**src/rtl/lc2pm_pkg.sv**
```systemverilog
// package: offsets, field layout, reset values and carriers for the link control two
// and power management capability register bank.
// assumes a single core clock and a plain address/strobe register port.
package lc2pm_pkg;

  localparam int ADDR_W = 8;
  localparam int DATA_W = 32;

  // register offsets; the plain port addresses them directly, with no byte scaling
  localparam logic [ADDR_W-1:0] OFF_LINK_CAP2 = 8'h6c;
  localparam logic [ADDR_W-1:0] OFF_LINK_CTL2 = 8'h70;
  localparam logic [ADDR_W-1:0] OFF_LINK_STS2 = 8'h72;
  localparam logic [ADDR_W-1:0] OFF_SLOT_CAP2 = 8'h74;
  localparam logic [ADDR_W-1:0] OFF_SLOT_CTL2 = 8'h78;
  localparam logic [ADDR_W-1:0] OFF_SLOT_STS2 = 8'h7a;
  localparam logic [ADDR_W-1:0] OFF_PM_CAP = 8'hc0;

  // link_control_two field layout
  localparam int TSPD_LSB = 0;
  localparam int TSPD_W = 4;
  localparam int COMPL_BIT = 4;
  localparam int SPDDIS_BIT = 5;

  // power_mgmt_capability_header field layout
  localparam int CAPABILITY_IDENTIFIER_LSB = 0;
  localparam int NXT_LSB = 8;
  localparam int VER_LSB = 16;
  localparam int EVCLK_BIT = 19;
  localparam int SPINIT_BIT = 21;
  localparam int AUX_LSB = 22;
  localparam int AUX_W = 3;
  localparam int D1_BIT = 25;
  localparam int D2_BIT = 26;
  localparam int PMESUP_LSB = 27;
  localparam int PMESUP_W = 5;

  // constant and reset values
  localparam logic [7:0] CAP_ID_PM = 8'h01;
  localparam logic [7:0] NXT_UPSTREAM = 8'h00;
  localparam logic [7:0] NXT_DOWNSTREAM = 8'hd0;
  localparam logic [2:0] PM_VERSION = 3'h3;
  localparam logic [PMESUP_W-1:0] PMESUP_DFLT = 5'h19;
  localparam logic [TSPD_W-1:0] TSPD_RST = 4'h0;

  // speed codes of the target speed field
  localparam logic [TSPD_W-1:0] SPD_GEN1 = 4'h1;
  localparam logic [TSPD_W-1:0] SPD_GEN2 = 4'h2;
  localparam logic [TSPD_W-1:0] SPD_SUPPORTED = SPD_GEN1;

  typedef struct packed {
    logic [ADDR_W-1:0] addr;
    logic [DATA_W-1:0] wdata;
    logic wr;
    logic rd;
  } reg_req_t;

  typedef struct packed {
    logic [TSPD_W-1:0] speed_cap;
    logic [TSPD_W-1:0] compliance_speed;
    logic enter_compliance;
    logic auto_speed_ok;
  } link_ctl_t;

  typedef struct packed {
    logic [PMESUP_W-1:0] event_states;
    logic cold_forward;
  } pm_behavior_t;

endpackage

```
**src/rtl/lc2pm_regs.sv**
```systemverilog
// register bank: link control two block and power management capability header.
// assumes strap levels (port role, legacy mode, write lock) arrive from pins and
// are synchronised here; hot_reset_req is a one-cycle pulse from core logic.
//
// Overview of operation
// - downstream port caps advertised training speed by the target speed field.
// - target speed code 1 is 2.5 Gbps, code 2 is 5 Gbps, others reserved.
// - target speed field also selects speed for forced compliance, both port roles.
// - compliance bit is sticky; set it, hot reset, link enters compliance.
// - speed-change disable blocks autonomous speed changes except downward corrections; here it drops auto_speed_ok for all of them.
// - in legacy 1.1 mode the three link fields read zero, writes ignored.
// - capability header low byte reads constant 0x1.
// - next pointer defaults 0x0 upstream, 0xD0 downstream.
// - version field reads constant 0x3.
// - event clock bit reads zero.
// - special initialisation bit defaults to zero.
// - auxiliary current field reads zero.
// - event support field defaults to 0b11001.
// - no event forwarding in the cold-off state.
// - writing event support changes only the advertised value, not behaviour.
`timescale 1ns/1ps
module lc2pm_regs
  import lc2pm_pkg::*;
(
  input wire logic clk_sys,
  input wire logic rst,
  input wire reg_req_t req,
  output logic [DATA_W-1:0] rd_data_q,
  input wire logic strap_upstream,
  input wire logic strap_legacy_mode,
  input wire logic strap_write_lock,
  input wire logic hot_reset_req,
  output link_ctl_t link_ctl_q,
  output pm_behavior_t pm_behavior_q
);

  // strap synchronisers: bit 0 role, bit 1 legacy mode, bit 2 lock
  logic [2:0] strap_meta_q;
  logic [2:0] strap_sync_q;
  logic is_upstream;
  logic legacy_mode;
  logic write_locked;

  always_ff @(posedge clk_sys) begin
    if (rst) begin
      strap_meta_q <= 3'h0;
      strap_sync_q <= 3'h0;
    end else begin
      strap_meta_q <= {strap_write_lock, strap_legacy_mode, strap_upstream};
      strap_sync_q <= strap_meta_q;
    end
  end

  assign is_upstream = strap_sync_q[0];
  assign legacy_mode = strap_sync_q[1];
  assign write_locked = strap_sync_q[2];

  logic wr_ctl;
  logic wr_pm;
  assign wr_ctl = req.wr && (req.addr == OFF_LINK_CTL2) && !legacy_mode;
  assign wr_pm = req.wr && (req.addr == OFF_PM_CAP) && !write_locked;

  // link_control_two storage; speed and disable are cleared by hot reset
  logic [TSPD_W-1:0] tspd_q;
  logic compl_q;
  logic spddis_q;

  always_ff @(posedge clk_sys) begin
    if (rst) begin
      tspd_q <= TSPD_RST;
      spddis_q <= 1'b0;
    end else if (wr_ctl) begin
      tspd_q <= req.wdata[TSPD_LSB +: TSPD_W];
      spddis_q <= req.wdata[SPDDIS_BIT];
    end else if (hot_reset_req) begin
      tspd_q <= TSPD_RST;
      spddis_q <= 1'b0;
    end
  end

  // sticky: only a write or the full reset clears it, a hot reset does not
  always_ff @(posedge clk_sys) begin
    if (rst) begin
      compl_q <= 1'b0;
    end else if (wr_ctl) begin
      compl_q <= req.wdata[COMPL_BIT];
    end
  end

  // effective values: legacy mode forces the fields to zero
  logic [TSPD_W-1:0] tspd_eff;
  logic compl_eff;
  logic spddis_eff;
  assign tspd_eff = legacy_mode ? TSPD_RST : tspd_q;
  assign compl_eff = legacy_mode ? 1'b0 : compl_q;
  assign spddis_eff = legacy_mode ? 1'b0 : spddis_q;

  // power management header writable fields
  logic [7:0] nxt_q;
  logic nxt_written_q;
  logic spinit_q;
  logic [PMESUP_W-1:0] pmesup_q;

  always_ff @(posedge clk_sys) begin
    if (rst) begin
      nxt_q <= NXT_UPSTREAM;
      nxt_written_q <= 1'b0;
      spinit_q <= 1'b0;
      pmesup_q <= PMESUP_DFLT;
    end else if (wr_pm) begin
      nxt_q <= req.wdata[NXT_LSB +: 8];
      nxt_written_q <= 1'b1;
      spinit_q <= req.wdata[SPINIT_BIT];
      pmesup_q <= req.wdata[PMESUP_LSB +: PMESUP_W];
    end
  end

  // the pointer default follows the port role, which is only known after the straps
  // settle, so it is chosen at read time until software overwrites it
  logic [7:0] nxt_eff;
  assign nxt_eff = nxt_written_q ? nxt_q : (is_upstream ? NXT_UPSTREAM : NXT_DOWNSTREAM);

  // read path
  logic [DATA_W-1:0] rd_d;
  always_comb begin
    rd_d = '0;
    if (req.rd) begin
      case (req.addr)
        OFF_LINK_CTL2: begin
          rd_d[TSPD_LSB +: TSPD_W] = tspd_eff;
          rd_d[COMPL_BIT] = compl_eff;
          rd_d[SPDDIS_BIT] = spddis_eff;
        end
        OFF_PM_CAP: begin
          rd_d[CAPABILITY_IDENTIFIER_LSB +: 8] = CAP_ID_PM;
          rd_d[NXT_LSB +: 8] = nxt_eff;
          rd_d[VER_LSB +: 3] = PM_VERSION;
          rd_d[EVCLK_BIT] = 1'b0;
          rd_d[SPINIT_BIT] = spinit_q;
          rd_d[AUX_LSB +: AUX_W] = 3'h0;
          rd_d[D1_BIT] = 1'b0;
          rd_d[D2_BIT] = 1'b0;
          rd_d[PMESUP_LSB +: PMESUP_W] = pmesup_q;
        end
        default: begin
          rd_d = '0;
        end
      endcase
    end
  end

  always_ff @(posedge clk_sys) begin
    if (rst) begin
      rd_data_q <= '0;
    end else begin
      rd_data_q <= rd_d;
    end
  end

  // training speed cap; reserved codes fall back to the only supported rate
  logic [TSPD_W-1:0] cap_d;
  always_comb begin
    if (is_upstream || legacy_mode) begin
      cap_d = SPD_SUPPORTED;
    end else if (tspd_eff == SPD_GEN1 || tspd_eff == SPD_GEN2) begin
      cap_d = tspd_eff;
    end else begin
      cap_d = SPD_SUPPORTED;
    end
  end

  always_ff @(posedge clk_sys) begin
    if (rst) begin
      link_ctl_q <= '0;
    end else begin
      link_ctl_q.speed_cap <= cap_d;
      link_ctl_q.auto_speed_ok <= !spddis_eff;
      if (hot_reset_req) begin
        // speed latched before the hot reset clears the field
        link_ctl_q.enter_compliance <= compl_eff;
        link_ctl_q.compliance_speed <= tspd_eff;
      end else if (!compl_eff) begin
        link_ctl_q.enter_compliance <= 1'b0;
      end
    end
  end

  // event behaviour ignores the advertised field by design
  always_ff @(posedge clk_sys) begin
    if (rst) begin
      pm_behavior_q <= '0;
    end else begin
      pm_behavior_q.event_states <= PMESUP_DFLT;
      pm_behavior_q.cold_forward <= 1'b0;
    end
  end
endmodule

```
**config.mk**
```make
export PLATFORM = sky130hd
export DESIGN_NAME = lc2pm_regs
export DESIGN_NICKNAME = d
export VERILOG_FILES = /design/src/rtl/lc2pm_pkg.sv /design/src/rtl/lc2pm_regs.sv
export SDC_FILE = /design/constraint.sdc
export NUM_CORES = 1
export LEC_CHECK = 0
export BUFFER_PORTS_ARGS = -buffer_cell sky130_fd_sc_hd__buf_2
export CORE_MARGIN = 5
export CORE_UTILIZATION = 50
export DETAILED_ROUTE_END_ITERATION = 8
export PLACE_DENSITY = 0.85
export SLEW_MARGIN = 20
export SYNTH_ARGS = -nofsm -noshare
export SYNTH_HDL_FRONTEND = slang
export SYNTH_SLANG_ARGS = --single-unit
```
**constraint.sdc**
```tcl
create_clock -name clk_sys -period 3.95 [get_ports clk_sys]
set_clock_uncertainty 0.1 [all_clocks]
set_input_delay 0.5925 -clock clk_sys [delete_from_list [all_inputs] [get_ports clk_sys]]
set_output_delay 0.5925 -clock clk_sys [all_outputs]
set_load 0.1 [all_outputs]
```
======== Word-level counts from Yosys, hierarchy flattened ========
Cells that the tools add are included.
storage, ports and cells
  register bits ........................... 75
  input port bits ......................... 48
  output and inout port bits .............. 48
  word-level logic and storage cells ...... 57
cells by class
  equal/unequal tests ..................... 5
  mux-type cells .......................... 17
  bitwise gates (word level) .............. 3
  reductions and logical operators ........ 13
operator list
  kind                                            count
  two-way mux 8 bit                               2
  two-way mux 12 bit                              1
  two-way mux 4 bit                               3
  one-hot mux 6 bit (2 select lines)              1
  two-way mux 11 bit                              1
  == test 8 x 7 -> 1 bit (second input constant)  1
  == test 8 bit (second input constant)           1
  two-way mux 1 bit                               8
  two-way mux 6 bit                               1
  OR reduction 3 bit                              2
  == test 4 x 1 -> 1 bit (second input constant)  1
  == test 4 x 2 -> 1 bit (second input constant)  1
  logical AND 1 bit                               4
  logical NOT 1 bit                               3
  inverter 1 bit                                  3
  logical OR 1 bit                                2
  inequality test 2 bit (second input constant)   1
  nonzero test 2 bit                              1
  OR reduction 2 bit                              1

======== Depth between registers and ports, before layout ========
  depth after elaboration ................. 5
  gate-level depth with buffers ........... 5
  gate-level depth less buffers ........... 3

======== Least setup slack after synthesis ========
Ideal clock, no wire load.
  path kind ............................... input to register
  from .................................... input req[35] (netlist bit)
  to ...................................... register nxt_q[0]
  library setup time ...................... 0.072 ns
  data arrival time ....................... 2.105 ns
  data required time ...................... 3.778 ns
  setup slack ............................. 1.673 ns
  stages .................................. 5
  path buffers ............................ 2
  path through ............................ or4_4 > buf_6 > nor4_4 > buf_6 > mux2i_1
on the way
  word-level cells in the longest chain between the ends .. 3
ends and longest elaborated chain
  what                             line               text
  start: declaration               lc2pm_regs.sv:27   input wire reg_req_t req,
  == test 8 bit                    lc2pm_regs.sv:61   assign wr_pm = req.wr && (req.addr == OFF_PM_CAP) && !write_locked;
  logical AND 1 bit (2 in series)  lc2pm_regs.sv:61
  end signal: assignment           lc2pm_regs.sv:111  nxt_q <= req.wdata[NXT_LSB +: 8];
  end: declaration                 lc2pm_regs.sv:99   logic [7:0] nxt_q;
Every way passes these cells.
A chain may end at the register's enable or synchronous reset.

======== Worst setup path after layout ========
  from .................................... input req[35] (netlist bit)
  to ...................................... register rd_data_q[11]
on the way
  word-level cells in the longest chain between the ends .. 3
ends and longest elaborated chain
  what                                 line               text
  == test 8 bit                        lc2pm_regs.sv:128  case (req.addr)
  inverter 1 bit (no source line)      n/a
  OR reduction 3 bit (no source line)  n/a
  end signal: assignment               lc2pm_regs.sv:156  rd_data_q <= rd_d;
  end: declaration                     lc2pm_regs.sv:28   output logic [DATA_W-1:0] rd_data_q,
Every way passes these cells.

==> impl_results.md <==
- Status: finished clean
- Via/cell ratio: 4.819
- Post-CTS sizing: 0
- Max_slew headroom: 0.3666
- Final core utilization: 0.6470
- WP data arrival: 2400 ps
- Yosys cell types: 33
- Ranking of synthesized cells by area: dfxtp_1 55%, mux2i_1 6.5%, buf_4 5.6%, nand2_1 4.9%, and2_1 3.5%
- DP Wirelength: 2968 um
- Max cap viols: 0
- Synthesized flop and latch total: 59
- Cell with the largest stage delay on the worst path: nor4_2
- I/O Buffers: 70
- Clock latency on the worst-skew pair: 320 ps
- RSZ-0062 raised after global routing: false
- Post-DRT Antenna Nets: 0
- Core Rows: 23
- Area share of the largest cell type after synthesis: 0.5472
- Fillers: 359
- CP bufs+invs: 1
- Power per cell area: 474.3 nW/um^2
- Critical path launch point type: primary input
- CP cell instances: buf_2 > or4_4 > nor4_2 > and3_1
- I/O pin count: 96
- Worst slew pin tran: 937.4 ps
- Worst setup margin: 1709 ps
- Vias in the first global route: 1464
- Pleak: 1.180 nW
- Worst Path Max Fanout: 12
- Max Slew Vio Count: 0
- Multi-input gate area: 824.5 sq um
- First-pass GRT wire length: 6575 um
- DRC: 0
- Slowest stage delay, CP: 830 ps
- Cells after Synth: 214
- TritonCTS Buffers: 9
- Mean area per synthesized cell: 10.09 sq um
- Pre-CTS WS: 1304 ps
- Maximum clock path buffer count: 2
- Via count: 1624
- Final setup fails: 0
- Final setup TNS: 0 ps
- Core Region: 4086 sq um
- Worst VDD drop: 201.3 uV
- Routed wire length: 4172 um
- Final Hold Violating Endpoints: 0
- CTS tree: built
- CTS Hold Bufs: 0
- Die H: 75.70 um
- Initial antenna violation count: 0
- Post-synthesis instance area: 2158 sq um
- Gr usage total: 0.1570
- Synth Warn #: 0
- Leading area contributor after synthesis: dfxtp_1
- Pwr Total: 1.254 mW
- CTS H-tree lvls: 3
- Die Area: 5730 sq um
- Type of the worst setup path: in2reg
- CTS root buf: clkbuf_8
- TritonCTS Sinks: 59
- Nets: 330
- Clk slew on worst S/H paths: 60 ps
- Top delay family on crit path: simple AND/OR/NAND/NOR gates
- Fmax: 446.3 MHz
- HP Class: reg2reg
- Initial Util: 0.5282
- Largest net degree at the start of global routing: 27
- Worst Setup End Kind: flop
- Setup bufs post-CTS: 0
- Min Tclk post-route: 2241 ps
- Gpl congestion: 0.7470
- Congestion Overflow GR: 0
- Register area: 1181 sq um
- Syn-to-layout area delta: 22.49%
- Sequential area share after synthesis: 0.5472
- Share of layout cells above drive strength 1: 0.3066
- DRT iter0 DRCs: 85
- Die W: 75.70 um
- Worst EP required: 4110 ps
- WL per Instance: 12.38 um
- Fin crit share: 0.5673
- Ant diodes: 0
- DRT Pass-1 Iters: 5
-- path summary, 6_finish.rpt --
| check | startpoint | endpoint | slack [ps] | cells past startpoint |
|---|---|---|---|---|
| setup reg to reg | strap_sync_q[1] | spddis_q | 2160 | 3 |
| hold reg to reg | strap_meta_q[2] | strap_sync_q[2] | 330 | 1 |
| hold / removal | strap_meta_q[2] | strap_sync_q[2] | 330 | 1 |
| setup / recovery | req[35] | rd_data_q[11] | 1710 | 4 |
-- worst register-to-register path: stages, from the launching register on --
cell	delay [ps]
dfxtp_1	380
nor4bb_1	830
nand4_1	230
a21oi_1	180
-- cells in the mapped netlist --
| library cell | instances |
|---|---|
| a2bb2oi_1 | 4 |
| nor4bb_1 | 1 |
| or3_4 | 1 |
| or4_4 | 1 |
| buf_2 | 1 |
| conb_1 | 1 |
| and2_1 | 12 |
| buf_6 | 2 |
| dfxtp_1 | 59 |
| o311ai_0 | 5 |
| and4_1 | 1 |
| nand4bb_1 | 1 |
| o21a_1 | 1 |
| nand2b_1 | 1 |
| a21oi_1 | 8 |
| inv_1 | 7 |
| o31ai_1 | 1 |
| mux2i_1 | 14 |
| nor4_1 | 4 |
| or3b_2 | 1 |
| and3_1 | 5 |
| nand2_1 | 28 |
| nor2b_1 | 7 |
| buf_4 | 16 |
| a31oi_1 | 1 |
| a2111oi_0 | 3 |
| clkbuf_1 | 8 |
| clkinv_1 | 1 |
| o2111a_1 | 1 |
| nor2_1 | 10 |
| buf_1 | 1 |
| nand4_1 | 6 |
| nor4_4 | 1 |
-- sequential cells by signal, summed over array words and instances (netlist names) --
| signal | flops |
|---|---|
| strap_sync_q | 3 |
| pm_behavior_q | 1 |
| pmesup_q | 5 |
| tspd_q | 4 |
| spinit_q | 1 |
| rd_data_q | 21 |
| nxt_written_q | 1 |
| spddis_q | 1 |
| nxt_q | 8 |
| compl_q | 1 |
| strap_meta_q | 3 |
| link_ctl_q | 10 |
-- power breakdown --
part / switching, mW / internal [mW]
Sequential: 0.00261 / 0.601
Clock: 0.210 / 0.309
Combinational: 0.109 / 0.0226
Total: 0.322 / 0.932
-- cells by family after synthesis --
| group | synth area share |
|---|---|
| compound gates | 0.08232 |
| other cells | 0.001737 |
| flops | 0.5472 |
| simple gates | 0.2058 |
| buf+inv | 0.09797 |
| mux | 0.06493 |
-- final cells by class --
| type | count | share of cell area |
|---|---|---|
| Clock buffer | 14 | 0.05774 |
| Clock inverter | 2 | 0.01325 |
| Inverter | 8 | 0.01136 |
| Multi-Input combinational cell | 133 | 0.3119 |
| Sequential cell | 59 | 0.4468 |
| Tap cell | 50 | 0.02366 |
| Timing Repair Buffer | 71 | 0.1354 |
-- per-stage QoR --
step	std cells	hold WS (ps)	instance area, sq um
after global placement	321	317.7	2456
after global routing	337	351.9	2644
after CTS	337	334.9	2644
after detailed placement	321	320.4	2456
final	337	334.4	2644
after floorplan	228	313.8	2211
-- cells in the final DEF (no fill, tap or decap), types with 3 or more instances in the layout --
cell type	n
nor4_1	3
clkbuf_1	4
clkbuf_8	10
a2bb2oi_1	4
a2111oi_0	3
and2_1	12
nand2_1	28
and3_1	5
a21oi_1	8
buf_2	70
conb_1	15
o311ai_0	5
nor2b_1	7
mux2i_1	14
dfxtp_1	59
inv_1	7
nor2_1	10
nand4_1	6
-- layer usage --
| metal | GRT usage | wire (um) |
|---|---|---|
| met1 | 0.1829 | 1759 |
| met2 | 0.2426 | 1963 |
| met3 | 0.06596 | 367 |
| met4 | 0.08932 | 81 |
| met5 | 0 | 0 |
(Power assumes the default switching activity.)
